--- src/include/sap_pkg.sv ---
// sar adc host controller package: timing constants and state encodings
// assumes a 10 MHz system clock; all pin timings are counted in its cycles
package sap_pkg;

  // ----------------------------------------
  // clock
  // ----------------------------------------
  localparam int CLK_PERIOD_NS = 100;

  // ----------------------------------------
  // converter timings in ns
  // ----------------------------------------
  localparam int T_CONV_MAX_NS     = 650;
  localparam int T_ACQ_MIN_NS      = 320;
  localparam int T_BUSY_RISE_NS    = 40;
  localparam int T_START_LOW_NS    = 40;
  localparam int T_START_HIGH_NS   = 20;
  localparam int T_HOLD_NS         = 25;
  localparam int T_FIRST_BUS_NS    = 40;
  localparam int T_RD_LOW_NS       = 50;
  localparam int T_RD_HIGH_NS      = 20;
  localparam int T_EN_NS           = 20;
  localparam int T_DIS_NS          = 20;
  localparam int T_SEL_SETUP_NS    = 10;
  localparam int T_SEL_SPACE_NS    = 50;
  localparam int T_CS_BUSY_NS      = 50;
  localparam int T_ABORT_MIN_NS    = 60;
  localparam int T_ABORT_MAX_NS    = 550;

  // ----------------------------------------
  // derived cycle counts (least times and the conversion limit round up, abort window end rounds down)
  // ----------------------------------------
  function automatic int cyc_up(input int ns);
    int c;
    c = (ns + CLK_PERIOD_NS - 1) / CLK_PERIOD_NS;
    return (c < 1) ? 1 : c;
  endfunction
  function automatic int cyc_dn(input int ns);
    int c;
    c = ns / CLK_PERIOD_NS;
    return (c < 1) ? 1 : c;
  endfunction

  localparam int CYC_CONV_MAX   = cyc_up(T_CONV_MAX_NS) + 1;
  localparam int CYC_ACQ        = cyc_up(T_ACQ_MIN_NS);
  localparam int CYC_START_LOW  = cyc_up(T_START_LOW_NS);
  localparam int CYC_START_HIGH = cyc_up(T_START_HIGH_NS);
  localparam int CYC_FIRST_BUS  = cyc_up(T_FIRST_BUS_NS);
  localparam int CYC_RD_LOW     = cyc_up(T_RD_LOW_NS + T_EN_NS);
  localparam int CYC_RD_HIGH    = cyc_up(T_RD_HIGH_NS + T_DIS_NS);
  localparam int CYC_SEL_SETUP  = cyc_up(T_SEL_SETUP_NS + T_EN_NS);
  localparam int CYC_SEL_SPACE  = cyc_up(T_SEL_SPACE_NS);
  localparam int CYC_CS_BUSY    = cyc_up(T_CS_BUSY_NS);
  localparam int CYC_ABORT_MIN  = cyc_up(T_ABORT_MIN_NS);
  localparam int CYC_ABORT_MAX  = cyc_dn(T_ABORT_MAX_NS);
  // edges from the start fall to the first abort test in busy
  localparam int CYC_BUSY_LEAD  = CYC_START_LOW + CYC_START_HIGH + 3;

  localparam int CNT_W = 4;

  // ----------------------------------------
  // reset values of pins
  // ----------------------------------------
  localparam logic RST_START_N = 1'b1;
  localparam logic RST_RD_N    = 1'b1;
  localparam logic RST_CS_N    = 1'b1;

  // ----------------------------------------
  // read formats
  // ----------------------------------------
  typedef enum logic [1:0] {
    SAP_FMT_18 = 2'h0,
    SAP_FMT_16 = 2'h1,
    SAP_FMT_8  = 2'h2
  } sap_fmt_t;

  // ----------------------------------------
  // sequencer states
  // ----------------------------------------
  typedef enum logic [8:0] {
    SAP_IDLE    = 9'h001,
    SAP_START   = 9'h002,
    SAP_WAITHI  = 9'h004,
    SAP_ABORT   = 9'h008,
    SAP_BUSY    = 9'h010,
    SAP_SETSEL  = 9'h020,
    SAP_RDLOW   = 9'h040,
    SAP_RDHIGH  = 9'h080,
    SAP_ACQ     = 9'h100
  } sap_state_t;

endpackage

--- src/sap_host.sv ---
// sap_host: host side sequencer for an 18-bit sar converter with parallel read
// assumes converter pins are synchronous to CLK_SYS_I; data bus read as 18 inputs
`timescale 1ns/1ns
module sap_host
  import sap_pkg::*;
#(
  parameter int DATA_W = 18
) (
  // clock and reset
  input  wire logic              CLK_SYS_I,
  input  wire logic              RESET_I,
  // user request
  input  wire logic              START_I,
  input  wire logic              ABORT_I,
  input  wire sap_pkg::sap_fmt_t FORMAT_I,
  // user answer
  output logic [DATA_W-1:0]      RESULT_O,
  output logic                   RESULT_VALID_O,
  output logic                   READY_O,
  output logic                   ERROR_O,
  // converter pins
  output logic                   CONVERSION_START_N_O,
  output logic                   CS_N_O,
  output logic                   RD_N_O,
  output logic                   WORD_WIDTH_SELECT_O,
  output logic                   BYTE_SELECT_O,
  input  wire logic              BUSY_I,
  input  wire logic [DATA_W-1:0] DATA_I
);
  import sap_pkg::*;

  // ----------------------------------------
  // state
  // ----------------------------------------
  typedef struct packed {
    sap_state_t        state;
    logic              start_n;
    logic              cs_n;
    logic              rd_n;
    logic              wsel;
    logic              bsel;
    logic [1:0]        part;
    logic [DATA_W-1:0] result;
    logic              valid;
    logic              ready;
    logic              error;
    logic              busy_q;
    logic [CNT_W-1:0]  busy_cnt;
  } sap_regs_t;

  sap_regs_t r;
  sap_regs_t next_r;

  logic             tmr_load;
  logic [CNT_W-1:0] tmr_value;
  logic             tmr_done;
  logic [1:0]       last_part;
  logic             busy_fall;

  sap_timer #(
    .W (CNT_W)
  ) u_timer (
    .clk_i   (CLK_SYS_I),
    .rst_i   (RESET_I),
    .load_i  (tmr_load),
    .value_i (tmr_value),
    .done_o  (tmr_done)
  );

  // 18-bit mode takes one read, 16-bit two, 8-bit three
  always_comb begin
    unique case (FORMAT_I)
      SAP_FMT_16: last_part = 2'h1;
      SAP_FMT_8:  last_part = 2'h2;
      default:    last_part = 2'h0;
    endcase
  end

  assign busy_fall = r.busy_q && !BUSY_I;

  // ----------------------------------------
  // sequencer
  // ----------------------------------------
  always_comb begin
    next_r    = r;
    tmr_load  = 1'b0;
    tmr_value = '0;
    next_r.valid  = 1'b0;
    next_r.busy_q = BUSY_I;
    unique case (r.state)
      SAP_IDLE: begin
        next_r.ready = 1'b1;
        if (START_I) begin
          next_r.ready   = 1'b0;
          next_r.error   = 1'b0;
          next_r.start_n = 1'b0;
          next_r.cs_n    = 1'b1;
          next_r.state   = SAP_START;
          tmr_load       = 1'b1;
          tmr_value      = CNT_W'(CYC_START_LOW);
        end
      end
      SAP_START: begin
        // low time also covers the 40 ns no-touch window on the read pins
        if (tmr_done) begin
          next_r.start_n  = 1'b1;
          next_r.busy_cnt = '0;
          next_r.state    = SAP_WAITHI;
          tmr_load        = 1'b1;
          tmr_value       = CNT_W'(CYC_START_HIGH);
        end
      end
      SAP_WAITHI: begin
        // busy must already be up: rise is 40 ns, sample held in 25 ns
        if (!BUSY_I) begin
          next_r.error = 1'b1;
          next_r.state = SAP_ACQ;
          tmr_load     = 1'b1;
          tmr_value    = CNT_W'(CYC_ACQ);
        end else if (tmr_done) begin
          next_r.state = SAP_BUSY;
        end
      end
      SAP_BUSY: begin
        next_r.busy_cnt = r.busy_cnt + CNT_W'(1);
        // compared as int: the window start lies before the first busy count
        if (ABORT_I && (int'(r.busy_cnt) + CYC_BUSY_LEAD) >= CYC_ABORT_MIN &&
            (int'(r.busy_cnt) + CYC_BUSY_LEAD) <= CYC_ABORT_MAX) begin
          next_r.cs_n    = 1'b0;
          next_r.start_n = 1'b0;
          next_r.state   = SAP_START;
          tmr_load       = 1'b1;
          tmr_value      = CNT_W'(CYC_START_LOW);
        end else if (busy_fall) begin
          next_r.part  = 2'h0;
          next_r.wsel  = (FORMAT_I == SAP_FMT_18);
          next_r.bsel  = 1'b0;
          next_r.state = SAP_SETSEL;
          tmr_load     = 1'b1;
          // cs fall and read strobe kept clear of busy fall; selects change on the leaving edge
          tmr_value    = CNT_W'(CYC_CS_BUSY);
        end else if (r.busy_cnt == CNT_W'(CYC_CONV_MAX)) begin
          next_r.error = 1'b1;
          next_r.state = SAP_ACQ;
          tmr_load     = 1'b1;
          tmr_value    = CNT_W'(CYC_ACQ);
        end
      end
      SAP_SETSEL: begin
        if (tmr_done) begin
          next_r.cs_n  = 1'b0;
          next_r.rd_n  = 1'b0;
          next_r.state = SAP_RDLOW;
          tmr_load     = 1'b1;
          tmr_value    = CNT_W'(CYC_RD_LOW);
        end
      end
      SAP_RDLOW: begin
        if (tmr_done) begin
          // pieces arrive msb first; 8-bit reads shift in from the low end, 16-bit fills [17:2] then [1:0]
          unique case (FORMAT_I)
            SAP_FMT_16: next_r.result = (r.part == 2'h0) ? {DATA_I[15:0], 2'h0}
                                                         : {r.result[17:2], DATA_I[15:14]};
            SAP_FMT_8:  next_r.result = (r.part == 2'h2) ? {r.result[15:0], DATA_I[7:6]}
                                                         : {r.result[9:0], DATA_I[7:0]};
            default:    next_r.result = DATA_I;
          endcase
          next_r.rd_n  = 1'b1;
          next_r.state = SAP_RDHIGH;
          tmr_load     = 1'b1;
          tmr_value    = CNT_W'(CYC_RD_HIGH);
        end
      end
      SAP_RDHIGH: begin
        if (tmr_done) begin
          if (r.part == last_part) begin
            next_r.cs_n  = 1'b1;
            next_r.valid = 1'b1;
            next_r.state = SAP_ACQ;
            tmr_load     = 1'b1;
            tmr_value    = CNT_W'(CYC_ACQ);
          end else begin
            // 16-bit: second word via lane select; 8-bit: bytes via lane select
            next_r.part  = r.part + 2'h1;
            next_r.bsel  = (FORMAT_I == SAP_FMT_8) ? !r.bsel : 1'b1;
            next_r.state = SAP_SETSEL;
            tmr_load     = 1'b1;
            tmr_value    = CNT_W'(CYC_SEL_SPACE);
          end
        end
      end
      SAP_ACQ: begin
        next_r.cs_n = 1'b1;
        if (tmr_done) begin
          next_r.state = SAP_IDLE;
        end
      end
      default: begin
        next_r.state = SAP_IDLE;
      end
    endcase
  end

  always_ff @(posedge CLK_SYS_I or posedge RESET_I) begin
    if (RESET_I) begin
      r         <= '0;
      r.state   <= SAP_IDLE;
      r.start_n <= RST_START_N;
      r.cs_n    <= RST_CS_N;
      r.rd_n    <= RST_RD_N;
    end else begin
      r <= next_r;
    end
  end

  // ----------------------------------------
  // outputs, all straight from flops
  // ----------------------------------------
  assign CONVERSION_START_N_O = r.start_n;
  assign CS_N_O               = r.cs_n;
  assign RD_N_O               = r.rd_n;
  assign WORD_WIDTH_SELECT_O  = r.wsel;
  assign BYTE_SELECT_O        = r.bsel;
  assign RESULT_O             = r.result;
  assign RESULT_VALID_O       = r.valid;
  assign READY_O              = r.ready;
  assign ERROR_O              = r.error;

endmodule

--- src/sap_timer.sv ---
// sap_timer: loadable down counter used for every pin timing of the host except the abort window and conversion limit
// assumes load and count come from the sequencer in the same clock domain
`timescale 1ns/1ns
module sap_timer #(
  parameter int W = 4
) (
  // clock and reset
  input  wire logic         clk_i,
  input  wire logic         rst_i,
  // control
  input  wire logic         load_i,
  input  wire logic [W-1:0] value_i,
  // status
  output logic              done_o
);

  logic [W-1:0] count;
  logic [W-1:0] next_count;

  always_comb begin
    next_count = count;
    if (load_i) begin
      next_count = value_i;
    end else if (count != '0) begin
      next_count = count - W'(1);
    end
  end

  always_ff @(posedge clk_i or posedge rst_i) begin
    if (rst_i) begin
      count <= '0;
    end else begin
      count <= next_count;
    end
  end

  // done is high once the loaded count has run out
  // not gated by load: the sequencer loads on done, gating would loop
  assign done_o = (count == '0);

endmodule

--- config.mk ---
export PLATFORM = sky130hd
export DESIGN_NAME = sap_host
export DESIGN_NICKNAME = d
export VERILOG_FILES = /design/src/include/sap_pkg.sv /design/src/sap_host.sv /design/src/sap_timer.sv
export SDC_FILE = /design/constraint.sdc
export NUM_CORES = 1
export LEC_CHECK = 0
export BUFFER_PORTS_ARGS = -buffer_cell sky130_fd_sc_hd__buf_2
export CAP_MARGIN = 15
export CORE_MARGIN = 3
export CORE_UTILIZATION = 51
export DETAILED_ROUTE_END_ITERATION = 16
export PLACE_DENSITY = 0.77
export SYNTH_ARGS = -nofsm -noshare
export SYNTH_HDL_FRONTEND = slang
export SYNTH_SLANG_ARGS = --single-unit
--- constraint.sdc ---
create_clock -name CLK_SYS_I -period 1.95 [get_ports CLK_SYS_I]
set_input_delay 0.195 -clock CLK_SYS_I [delete_from_list [all_inputs] [get_ports CLK_SYS_I]]
set_output_delay 0.195 -clock CLK_SYS_I [all_outputs]
set_load 0.1 [all_outputs]
# After elaboration in Yosys (flattened, before gate mapping)
# Index checks and enable logic that the tools add are counted.
[word_totals] in_bits=25 latch_bits=0 romBits=0 output_inout_bits=26 memories=0 ramBits=0 register_bits=46 word_cells=140
[classes] multipliers=0 n_div=0 n_bitwise=1 add_sub_neg=4 mux=60 magnitude_cmp=2 n_eq_ne=30 reduce_logical=28 n_shift=0
[ops] cell="$mux W9" n=10
[ops] cell="$pmux W9 S8" n=1
[ops] cell="$mux W18" n=2
[ops] cell="$pmux W18 S2" n=1
[ops] cell="$ge A32 B2 Y1 const B" n=1
[ops] cell="$ne A2 B2 Y1 const B" n=15
[ops] cell="$mux W4" n=6
[ops] cell="$mux W3" n=7
[ops] cell="$pmux W4 S5" n=1
[ops] cell="$mux W1" n=19
[ops] cell="$reduce_and A6 Y1" n=2
[ops] cell="$mux W11" n=1
[ops] cell="$mux W10" n=1
[ops] cell="$eq A9 B1 Y1 const B" n=1
[ops] cell="$eq A9 B2 Y1 const B" n=1
[ops] cell="$eq A9 B3 Y1 const B" n=1
[ops] cell="$eq A9 B5 Y1 const B" n=1
[ops] cell="$eq A9 B6 Y1 const B" n=1
[ops] cell="$eq A9 B7 Y1 const B" n=1
[ops] cell="$eq A9 B8 Y1 const B" n=1
[ops] cell="$eq A9 B9 Y1 const B" n=1
[ops] cell="$reduce_and A3 Y1" n=3
[ops] cell="$pmux W4 S2" n=1
[ops] cell="$reduce_and A8 Y1" n=1
[ops] cell="other kinds (32)" n=45

# Depth between registers and ports, before layout
# Gate-level depths: netlist of run 1.
[depth] word_depth=7 mapped_depth=9 depth_no_buf=7

# Modules after synthesis
# Synthesis of run 1 repeated with hierarchy kept, for this count alone.
[unflattened] hier_cells=349 hier_area_um2=3103.0
[modules_own_cells] module="sap_host" seq_area_each_um2=1031.0 area_each_um2=2866.5 n_inst=1 cells_per_inst=326
[modules_own_cells] module="sap_timer" seq_area_each_um2=100.1 area_each_um2=236.5 n_inst=1 cells_per_inst=23

# Least setup slack after synthesis of run 1
# No wires, ideal clock.
[synth_path] path_kind="register to register" from="reg u_timer.count[0]" to="reg r[41] (netlist name)" path_buffers=1 setup_slack_ps=-172 setup_ps=128 path_stages_with_launch=9 arrival_time_ps=1995 path_cell_list="dfrtp_1 inv_1 ha_1 or3b_1 buf_6 nand2_1 nor2_1 nor4_2 mux2_1"
[synth_via] elab_chain_len=3
[synth_rtl] element="start, declared" line="sap_timer.sv:17" text="logic [W-1:0] count;"
[synth_rtl] element="start signal, assigned" line="sap_timer.sv:33" text="count <= next_count;"
[synth_rtl] element="$logic_not A4 Y1 (*)" line="sap_timer.sv:39" text="assign done_o = (count == '0);"
[synth_rtl] element="$ne A3 B3 Y1 (no line) or $ne A2 B2 Y1 (tied branches)"
[synth_rtl] element="$reduce_and A8 Y1 (no line) (*)"
[synth_rtl] element="end signal, assigned" line="sap_host.sv:212" text="r <= next_r;"
[synth_rtl] element="end, declared" line="sap_host.sv:51" text="sap_regs_t r;"
# Mark *: on every way between the ends. The rest lies on a longest branch, timed or not.
# A chain may end at the register's enable or synchronous reset.

# Final worst setup path of run 1
[layout_path] from="reg r[0] (netlist name)" to="reg r[41] (netlist name)"
[layout_via] elab_chain_len=6
[layout_rtl] element="$add A4 B3 Y5" line="sap_host.sv:127, sap_host.sv:128"
[layout_rtl] element="$ge A32 B2 Y1" line="sap_host.sv:127" text="if (ABORT_I && (int'(r.busy_cnt) + CYC_BUSY_LEAD) >= CYC_ABORT_MIN &&"
[layout_rtl] element="$logic_and A1 B1 Y1 (2 in series)" line="sap_host.sv:127"
[layout_rtl] element="$ne A4 B4 Y1 (no line) or $mux W9 (tied branches)"
[layout_rtl] element="$reduce_and A8 Y1 (no line) or $pmux W9 S8 (tied branches)"
# Parallel ways exist; a longest one is shown, timed or not.

==> results of run 1 <==
[Yosys cell counts, types with 4 or more instances]
cell / instances / area [µm²]
inv_1: 15 / 56.30
dfrtp_1: 41 / 1026
nand2_1: 42 / 157.7
o211ai_1: 11 / 82.58
buf_4: 20 / 150.1
dfstp_2: 4 / 105.1
o21ai_1: 15 / 75.07
nor2_1: 12 / 45.04
nand3_1: 6 / 30.03
a22o_1: 11 / 96.34
clkbuf_1: 8 / 30.03
mux2i_1: 10 / 100.1
a21oi_1: 7 / 35.03
xor2_1: 4 / 35.03
ha_1: 9 / 112.6
a22oi_1: 9 / 67.56
o21ai_0: 29 / 145.1
nor3_1: 6 / 30.03
buf_6: 4 / 45.04
nor2b_1: 5 / 31.28
[registers in the layout (all words and copies together) (netlist names)]
signal / count
RESULT_O: 18
WORD_WIDTH_SELECT_O: 1
RESULT_VALID_O: 1
CS_N_O: 1
RD_N_O: 1
CONVERSION_START_N_O: 1
BYTE_SELECT_O: 1
r: 15
READY_O: 1
u_timer.count: 4
ERROR_O: 1
[worst max path at each step]
stage                          start  endpoint  cells past startpoint
floorplan           u_timer.count[0]     r[41]                      7
global placement    u_timer.count[1]     r[41]                      7
detailed placement              r[1]     r[41]                      7
CTS                 u_timer.count[1]     r[41]                      7
global route                    r[0]     r[41]                      7
finish                          r[0]     r[41]                      7
[kinds of logic (layout without fill, tap and decap cells)]
logic type	Yosys count	after routing	share of synthesized area [%]
adder cells (fa/ha/maj)	9	9	3.742
AO/OA/AOI/OAI	101	101	22.37
flip-flops	45	45	37.59
AND/OR/NAND/NOR	104	104	19.63
multiplexers	14	14	4.823
XOR/XNOR	6	6	1.746
buffers and inverters	52	114	10.10
[metrics by stage]
stage,total power (W),util (%)
2_1_floorplan,0.002790,-
3_3_place_gp,0.003201,60.89
3_5_place_dp,0.003242,60.89
4_1_cts,0.003922,63.34
5_1_grt,0.004310,65.28
6_report,0.004040,65.28
[where the power goes]
group	internal, W	switching, W
combinational	0.000805	0.00135
sequential	0.00112	0.000163
clock	0.000290	0.000308
total	0.00222	0.00182
[layer usage]
layer	GRT usage [%]	wire (µm)	vias up
met5	0	0	-
met4	7.875	97	0
met3	3.274	400	7
met2	33.67	3401	83
met1	29.78	3278	1278
li1	-	-	1307
[repair_timing]
item | in CTS | in global routing
resized for setup | 7 | 16
hold buffers | 1 | 0
setup buffers | 2 | 7
pin swaps | 1 | 10
endpoints found under the setup margin | 20 | 26
endpoints found under the hold margin | 21 | 0
[layout make-up]
class	count	area, µm²	area share, %
well taps	72	90.09	2.461
inverters	15	56.30	1.538
multi-input cells	234	1697	46.34
clock buffers	8	90.09	2.461
repair buffers	91	593.1	16.20
flip-flops and latches	45	1135	31.00
[placed cells by master (no fill, tap or decap), drive strengths merged, types with 4 or more instances in the layout]
cell type,Yosys,layout
a21oi,7,7
a22o,11,11
a22oi,10,10
and2,4,4
buf,28,90
clkbuf,9,8
dfrtp,41,41
dfstp,4,4
ha,9,9
inv,15,15
mux2,4,4
mux2i,10,10
nand2,43,43
nand3,7,7
nor2,12,12
nor2b,5,5
nor3,6,6
nor4,5,5
o211ai,11,11
o21ai,44,44
xor2,4,4
==> results.sh, run 1 <==
export IMPL_setup_tns_final_ps=-173.6
export IMPL_syn2layout_area_growth_pct=21.66
export IMPL_holdPathStages=1
export IMPL_cp_end_kind="flip-flop"
export IMPL_ys_types=63
export IMPL_maxSlewViolCount=0
export IMPL_drt_initial_drc_count=154
export IMPL_ios=51
export IMPL_clk_pin_slew_ps=80
export IMPL_ir_drop_v=0.0006860
export IMPL_antenna_left=0
export IMPL_layoutNonFillerInstCount=465
export IMPL_placed_cell_area_um2=3415
export IMPL_grt_ovfl_total=0
export IMPL_antenna_found_initial=0
export IMPL_die_x_um=82.82
export IMPL_crit_path_max_fanout=5
export IMPL_cts_root_buf="clkbuf_8"
export IMPL_synth_yosys_seq_area_share_pct=37.59
export IMPL_reg2reg_to="r[41]"
export IMPL_tightest_slew_ps=592.5
export IMPL_start_util_pct=53.66
export IMPL_cts_sinks=45
export IMPL_final_nets=426
export IMPL_drt_pass1_iterations=5
export IMPL_fin_area_um2=3661
export IMPL_async_flop_share_pct=100.0
export IMPL_rr_worst_depth=7
export IMPL_setup_slack_ps=-94.14
export IMPL_cp_slowest_cell="dfrtp_2"
export IMPL_timing_final_hold_violations=0
export IMPL_cp_common_cell="nor4_4"
export IMPL_die_h_um=82.82
export IMPL_syn_inst=331
export IMPL_cap_violations=0
export IMPL_rsz0062_at_grt="yes"
export IMPL_synth_area_um2=3009
export IMPL_cts_buffers=5
export IMPL_skew_ps=10.26
export IMPL_synth_ff_latch_count=45
export IMPL_crit_buf_inv=1
export IMPL_nFillCells=472
export IMPL_grt_pass1_vias=2619
export IMPL_final_layout_size_suffix_gt1_share_pct=35.88
export IMPL_hp_start="BUSY_I"
export IMPL_fin_crit_sh_pct=104.8
export IMPL_fmax_ghz=0.4892
export IMPL_dpl_cell_count=447
export IMPL_setup_violations=2
export IMPL_holdWs_ps=97.32
export IMPL_num_vias=2675
export IMPL_reg2reg_slack_ps=-90
export IMPL_routed_wl_mm=7.178
export IMPL_place_gp_congestion=0.9213
export IMPL_syn_nets=365
export IMPL_path_cells="inv_2, ha_4, nor3b_2, o221a_4, nor4_4, nor4_4, mux2_1"
export IMPL_crit_type="reg -> reg"
export IMPL_holdPathEnd="r[4]"
export IMPL_power_density_nw_per_um2=1103
export IMPL_track_usage_pct=21.37
export IMPL_violations="negative setup slack"
export IMPL_wl_per_cell_um=15.44
export IMPL_n_antenna_cell=0
export IMPL_port_buffers=50
export IMPL_critPathMaxStageDelay_ps=450
export IMPL_ys_warn_count=0
export IMPL_viasPerCell=5.753
export IMPL_drc=0
export IMPL_core_area_um2=5608
export IMPL_hold_class="in -> reg"
export IMPL_die_area_um2=6858
export IMPL_start_kind="flip-flop"
export IMPL_crit_required_ps=2130
export IMPL_worstPathArrival_ps=2220
export IMPL_synth_main_ff_cell="dfrtp_1"
export IMPL_status="finished, violations left"
export IMPL_insertion_delay_ps=300
export IMPL_clockBufferDepth=2
export IMPL_timing_rr_start="r[0]"
export IMPL_p_leak_nw=1.659
export IMPL_period_needed_ps=2044
export IMPL_htreeDepth=2
export IMPL_syn_avg_cell_area_um2=9.091
export IMPL_cts_tree="done"
export IMPL_dp_hpwl_mm=5.352
export IMPL_post_place_ws_ps=-93.48
export IMPL_cp_top_family="simple AND/OR/NAND/NOR gates"
export IMPL_relSlewSlack_pct=60.23
export IMPL_grt_pass1_wl_mm=12.35
export IMPL_grt_max_degree=33
export IMPL_rows=27
export IMPL_synth_edf_count=0
No activity file was read; power rests on OpenSTA's default activity.
==> run 2, diff against run 1 <==
--- a/config.mk
+++ b/config.mk
@@ -11,6 +11,7 @@
 export CORE_UTILIZATION = 51
 export DETAILED_ROUTE_END_ITERATION = 16
 export PLACE_DENSITY = 0.77
+export RECOVER_POWER = 50
 export SYNTH_ARGS = -nofsm -noshare
 export SYNTH_HDL_FRONTEND = slang
 export SYNTH_SLANG_ARGS = --single-unit
==> constraint.sdc (replaced) <==
create_clock -name CLK_SYS_I -period 1.95 [get_ports CLK_SYS_I]
set_input_delay 0.4875 -clock CLK_SYS_I [delete_from_list [all_inputs] [get_ports CLK_SYS_I]]
set_output_delay 0.4875 -clock CLK_SYS_I [all_outputs]
set_load 0.1 [all_outputs]
==> results.sh, run 2 (synthesis results as in run 1) <==
export IMPL_status="finished, violations left"
export IMPL_violations="negative setup slack"
export IMPL_crit_path_max_fanout=9
export IMPL_grt_pass1_wl_mm=13.08
export IMPL_grt_ovfl_total=0
export IMPL_ir_drop_v=0.0005800
export IMPL_placed_cell_area_um2=3530
export IMPL_largest_register_ffs=18
export IMPL_port_buffers=50
export IMPL_n_antenna_cell=0
export IMPL_hold_class="in -> async"
export IMPL_cts_sinks=45
export IMPL_layout_cells_most_common="buf_2"
export IMPL_rows=27
export IMPL_clk_pin_slew_ps=90
export IMPL_num_vias=2776
export IMPL_cts_root_buf="clkbuf_8"
export IMPL_p_leak_nw=1.745
export IMPL_worstPathArrival_ps=2240
export IMPL_layoutNonFillerInstCount=478
export IMPL_cap_violations=0
export IMPL_relSlewSlack_pct=60.28
export IMPL_fin_crit_sh_pct=105.1
export IMPL_tightest_slew_ps=591.9
export IMPL_power_density_nw_per_um2=1102
export IMPL_nFillCells=456
export IMPL_setup_slack_ps=-99.84
export IMPL_setup_violations=6
export IMPL_grt_max_degree=33
export IMPL_antenna_found_initial=0
export IMPL_clockBufferDepth=2
export IMPL_dp_hpwl_mm=5.635
export IMPL_ios=51
export IMPL_routed_wl_mm=7.917
export IMPL_fmax_ghz=0.4878
export IMPL_insertion_delay_ps=300
export IMPL_reg2reg_slack_ps=-100
export IMPL_skew_ps=12.72
export IMPL_start_util_pct=53.66
export IMPL_maxSlewViolCount=0
export IMPL_timing_final_hold_violations=0
export IMPL_final_layout_size_suffix_gt1_share_pct=39.41
export IMPL_antenna_left=0
export IMPL_die_h_um=82.82
export IMPL_die_x_um=82.82
export IMPL_htreeDepth=2
export IMPL_seq_area_um2=1131
export IMPL_syn2layout_area_growth_pct=26.82
export IMPL_dpl_cell_count=459
export IMPL_final_util_pct=68.05
export IMPL_viasPerCell=5.808
export IMPL_grt_pass1_vias=2703
export IMPL_wl_per_cell_um=16.56
export IMPL_drt_initial_drc_count=210
export IMPL_track_usage_pct=22.93
export IMPL_fin_area_um2=3816
export IMPL_power_w=0.004204
export IMPL_cp_end_kind="flip-flop"
export IMPL_core_area_um2=5608
export IMPL_cts_buffers=5
export IMPL_die_area_um2=6858
export IMPL_layout_common_cells="buf_2, buf_4, dfrtp_1"
export IMPL_drt_pass1_iterations=5
export IMPL_rsz0062_at_grt="yes"
export IMPL_drc=0
export IMPL_final_nets=439
export IMPL_crit_required_ps=2140
export IMPL_period_needed_ps=2050
export IMPL_cts_tree="done"
export IMPL_cts_hold_buf=0
export IMPL_place_gp_congestion=0.9072
export IMPL_multiInputGateArea_um2=1749
export IMPL_crit_type="reg -> reg"
export IMPL_start_kind="flip-flop"
run 2: per-layer routing:
| layer | GRT usage [%] | wire length (µm) | vias to the layer above |
|---|---|---|---|
| li1 | - | - | 1327 |
| met1 | 32.51 | 3607 | 1324 |
| met2 | 35.06 | 3665 | 106 |
| met3 | 3.869 | 408 | 19 |
| met4 | 8.767 | 235 | 0 |
| met5 | 0 | 0 | - |
run 2: timing repair:
| item | 4_1_cts | 5_1_grt |
|---|---|---|
| pin swaps | 1 | 9 |
| setup buffers | 8 | 3 |
| endpoints found under the setup margin | 13 | 34 |
| gates resized for setup | 5 | 26 |
run 2: metrics by stage:
step                      setup TNS [ps]  setup slack (ps)  hold slack (ps)
after CTS                         -144.4            -68.45            193.0
after global placement            -60.49            -44.79            466.6
final                             -353.6            -99.84            180.9
after detailed placement          -281.0            -100.1            467.7
after floorplan                   -150.6            -34.63            425.1
after global routing              -954.1            -174.4            206.9
run 2: layout make-up:
cell class / count / area share [%]
timing repair buffer: 104 / 18.59
tap: 72 / 2.361
sequential: 45 / 29.64
inverter: 15 / 1.475
clock buffer: 8 / 2.098
multi-input combinational: 234 / 45.84
run 2: worst max-delay path, stage by stage (launching register included):
cell,delay [ps]
dfrtp_1,390
inv_2,80
ha_4,120
or3b_4,390
buf_6,140
buf_4,170
o31ai_1,290
nor4_1,90
nor3_1,260
run 2: report_power, final:
part           internal, W  total (W)  leakage, nW  switching, W
Clock             0.000255   0.000563       0.0395      0.000308
Sequential         0.00112    0.00129        0.568      0.000168
Combinational     0.000904    0.00235         1.14       0.00145
Total              0.00228    0.00420         1.75       0.00193
run 2: path summary, 6_finish.rpt:
kind,from,end,depth (start not counted)
worst max-delay path,u_timer.count[1],u_timer.count[2],8
worst min-delay path,RESET_I,r[34],2
worst max register to register,u_timer.count[1],u_timer.count[2],8
worst min register to register,CS_N_O,CS_N_O,2
max in group asynchronous,RESET_I,RD_N_O,3
min in group CLK_SYS_I,START_I,ERROR_O,2
==> run 3, diff against run 2 <==
--- a/config.mk
+++ b/config.mk
@@ -10,6 +10,7 @@
 export CORE_MARGIN = 3
 export CORE_UTILIZATION = 51
 export DETAILED_ROUTE_END_ITERATION = 16
+export GPL_TIMING_DRIVEN = 0
 export PLACE_DENSITY = 0.77
 export RECOVER_POWER = 50
 export SYNTH_ARGS = -nofsm -noshare
==> results.sh, run 3 (synthesis results as in run 1) <==
export IMPL_status="finished, violations left"
export IMPL_violations="negative setup slack"
export IMPL_die_h_um=82.82
export IMPL_syn2layout_area_growth_pct=29.15
export IMPL_holdWs_ps=30.62
export IMPL_antenna_left=0
export IMPL_crit_required_ps=2140
export IMPL_cts_root_buf="clkbuf_8"
export IMPL_largest_register_ffs=18
export IMPL_die_area_um2=6858
export IMPL_relSlewSlack_pct=28.77
export IMPL_worstPathArrival_ps=2280
export IMPL_cts_buffers=5
export IMPL_setup_violations=14
export IMPL_layout_cells_most_common="buf_2"
export IMPL_final_nets=445
export IMPL_power_w=0.004209
export IMPL_clk_pin_slew_ps=80
export IMPL_layout_common_cells="buf_2, dfrtp_1, buf_4"
export IMPL_fin_area_um2=3886
export IMPL_drt_initial_drc_count=229
export IMPL_cts_sinks=45
export IMPL_num_vias=2865
export IMPL_placed_cell_area_um2=3425
export IMPL_core_area_um2=5608
export IMPL_grt_max_degree=44
export IMPL_final_layout_size_suffix_gt1_share_pct=40.29
export IMPL_start_kind="flip-flop"
export IMPL_setup_slack_ps=-137.4
export IMPL_routed_wl_mm=8.173
export IMPL_antenna_found_initial=0
export IMPL_crit_type="reg -> reg"
export IMPL_fmax_ghz=0.4791
export IMPL_tightest_slew_ps=1068
export IMPL_insertion_delay_ps=300
export IMPL_final_util_pct=69.30
export IMPL_drt_pass1_iterations=5
export IMPL_die_x_um=82.82
export IMPL_grt_pass1_wl_mm=13.13
export IMPL_start_util_pct=53.66
export IMPL_port_buffers=50
export IMPL_period_needed_ps=2087
export IMPL_power_density_nw_per_um2=1083
export IMPL_viasPerCell=5.919
export IMPL_clockBufferDepth=2
export IMPL_grt_pass1_vias=2775
export IMPL_cp_end_kind="flip-flop"
export IMPL_skew_ps=8.989
export IMPL_n_antenna_cell=0
export IMPL_htreeDepth=2
export IMPL_grt_ovfl_total=0
export IMPL_maxSlewViolCount=0
export IMPL_fin_crit_sh_pct=107.0
export IMPL_hold_class="in -> async"
export IMPL_place_gp_congestion=0.8810
export IMPL_crit_path_max_fanout=4
export IMPL_cts_hold_buf=0
export IMPL_p_leak_nw=1.796
export IMPL_timing_final_hold_violations=0
export IMPL_dp_hpwl_mm=5.414
export IMPL_cts_tree="done"
export IMPL_wl_per_cell_um=16.89
export IMPL_drc=0
export IMPL_track_usage_pct=22.81
export IMPL_rsz0062_at_grt="yes"
export IMPL_rows=27
export IMPL_cap_violations=0
export IMPL_ir_drop_v=0.0006669
export IMPL_ios=51
==> run 3: changes by cell type in the layout (fill, tap and decap cells not counted), moves of 3 or more <==
cell      previous run  this run
clkbuf_2             0         4
buf_12               4         1
o21ai_1             17        10
o21ai_2              0         7
inv_2                5         2
buf_6                1         5
buf_8                0         4
nor2_4               4         1
inv_1               10        13
buf_4               49        39
==> run 3: metal layers <==
metal / GRT usage [%] / vias up / part of all wire (%)
li1: - / 1346 / -
met1: 31.64 / 1370 / 44
met2: 35.50 / 130 / 48
met3: 4.960 / 19 / 6.8
met4: 7.429 / 0 / 1.6
met5: 0 / - / 0
==> run 3: per-stage QoR <==
stage               std cells  setup slack (ps)  TNS, ps
CTS                       474            -151.5   -507.2
detailed placement        454            -468.6   -10170
finish                    484            -137.4   -653.4
global route              484            -219.4    -3034
floorplan                 331            -34.63   -150.6
global placement          453            -408.3   -16360
==> run 3: worst paths after layout <==
path,from,depth (start not counted),to,slack [ps]
hold / removal,RESET_I,2,RESULT_O[13],30
setup reg to reg,u_timer.count[1],8,r[41],-140
setup / recovery,u_timer.count[1],8,r[41],-140
hold reg to reg,r[4],1,r[37],450
max in group asynchronous,RESET_I,3,r[0],630
min in group CLK_SYS_I,START_I,2,ERROR_O,380
==> run 3: timing repair <==
item,4_1_cts,5_1_grt
cloned,0,2
gates resized for setup,9,35
setup endpoints to repair,36,34
buffers inserted,13,12
pin swaps,5,8
==> run 3: layout make-up <==
type | count | area, µm²
repair buffers | 78 | 520.5
fillers | 430 | 1722
clock buffers | 8 | 90.09
flip-flops and latches | 45 | 1132
inverters | 15 | 56.30
multi-input cells | 234 | 1748
well taps | 72 | 90.09
plain buffers | 32 | 249.0
==> run 3: critical path, stage by stage, from the launching register on <==
cell     delay (ps)
dfrtp_1         400
inv_2            80
ha_4            140
or3b_4          400
buf_8           150
nand2_4          70
nor2_4           40
nor4_4          360
mux2_4          340
==> run 3: power breakdown <==
group	internal (W)	switching, W
clock	0.000290	0.000313
sequential	0.00112	0.000216
combinational	0.000894	0.00138
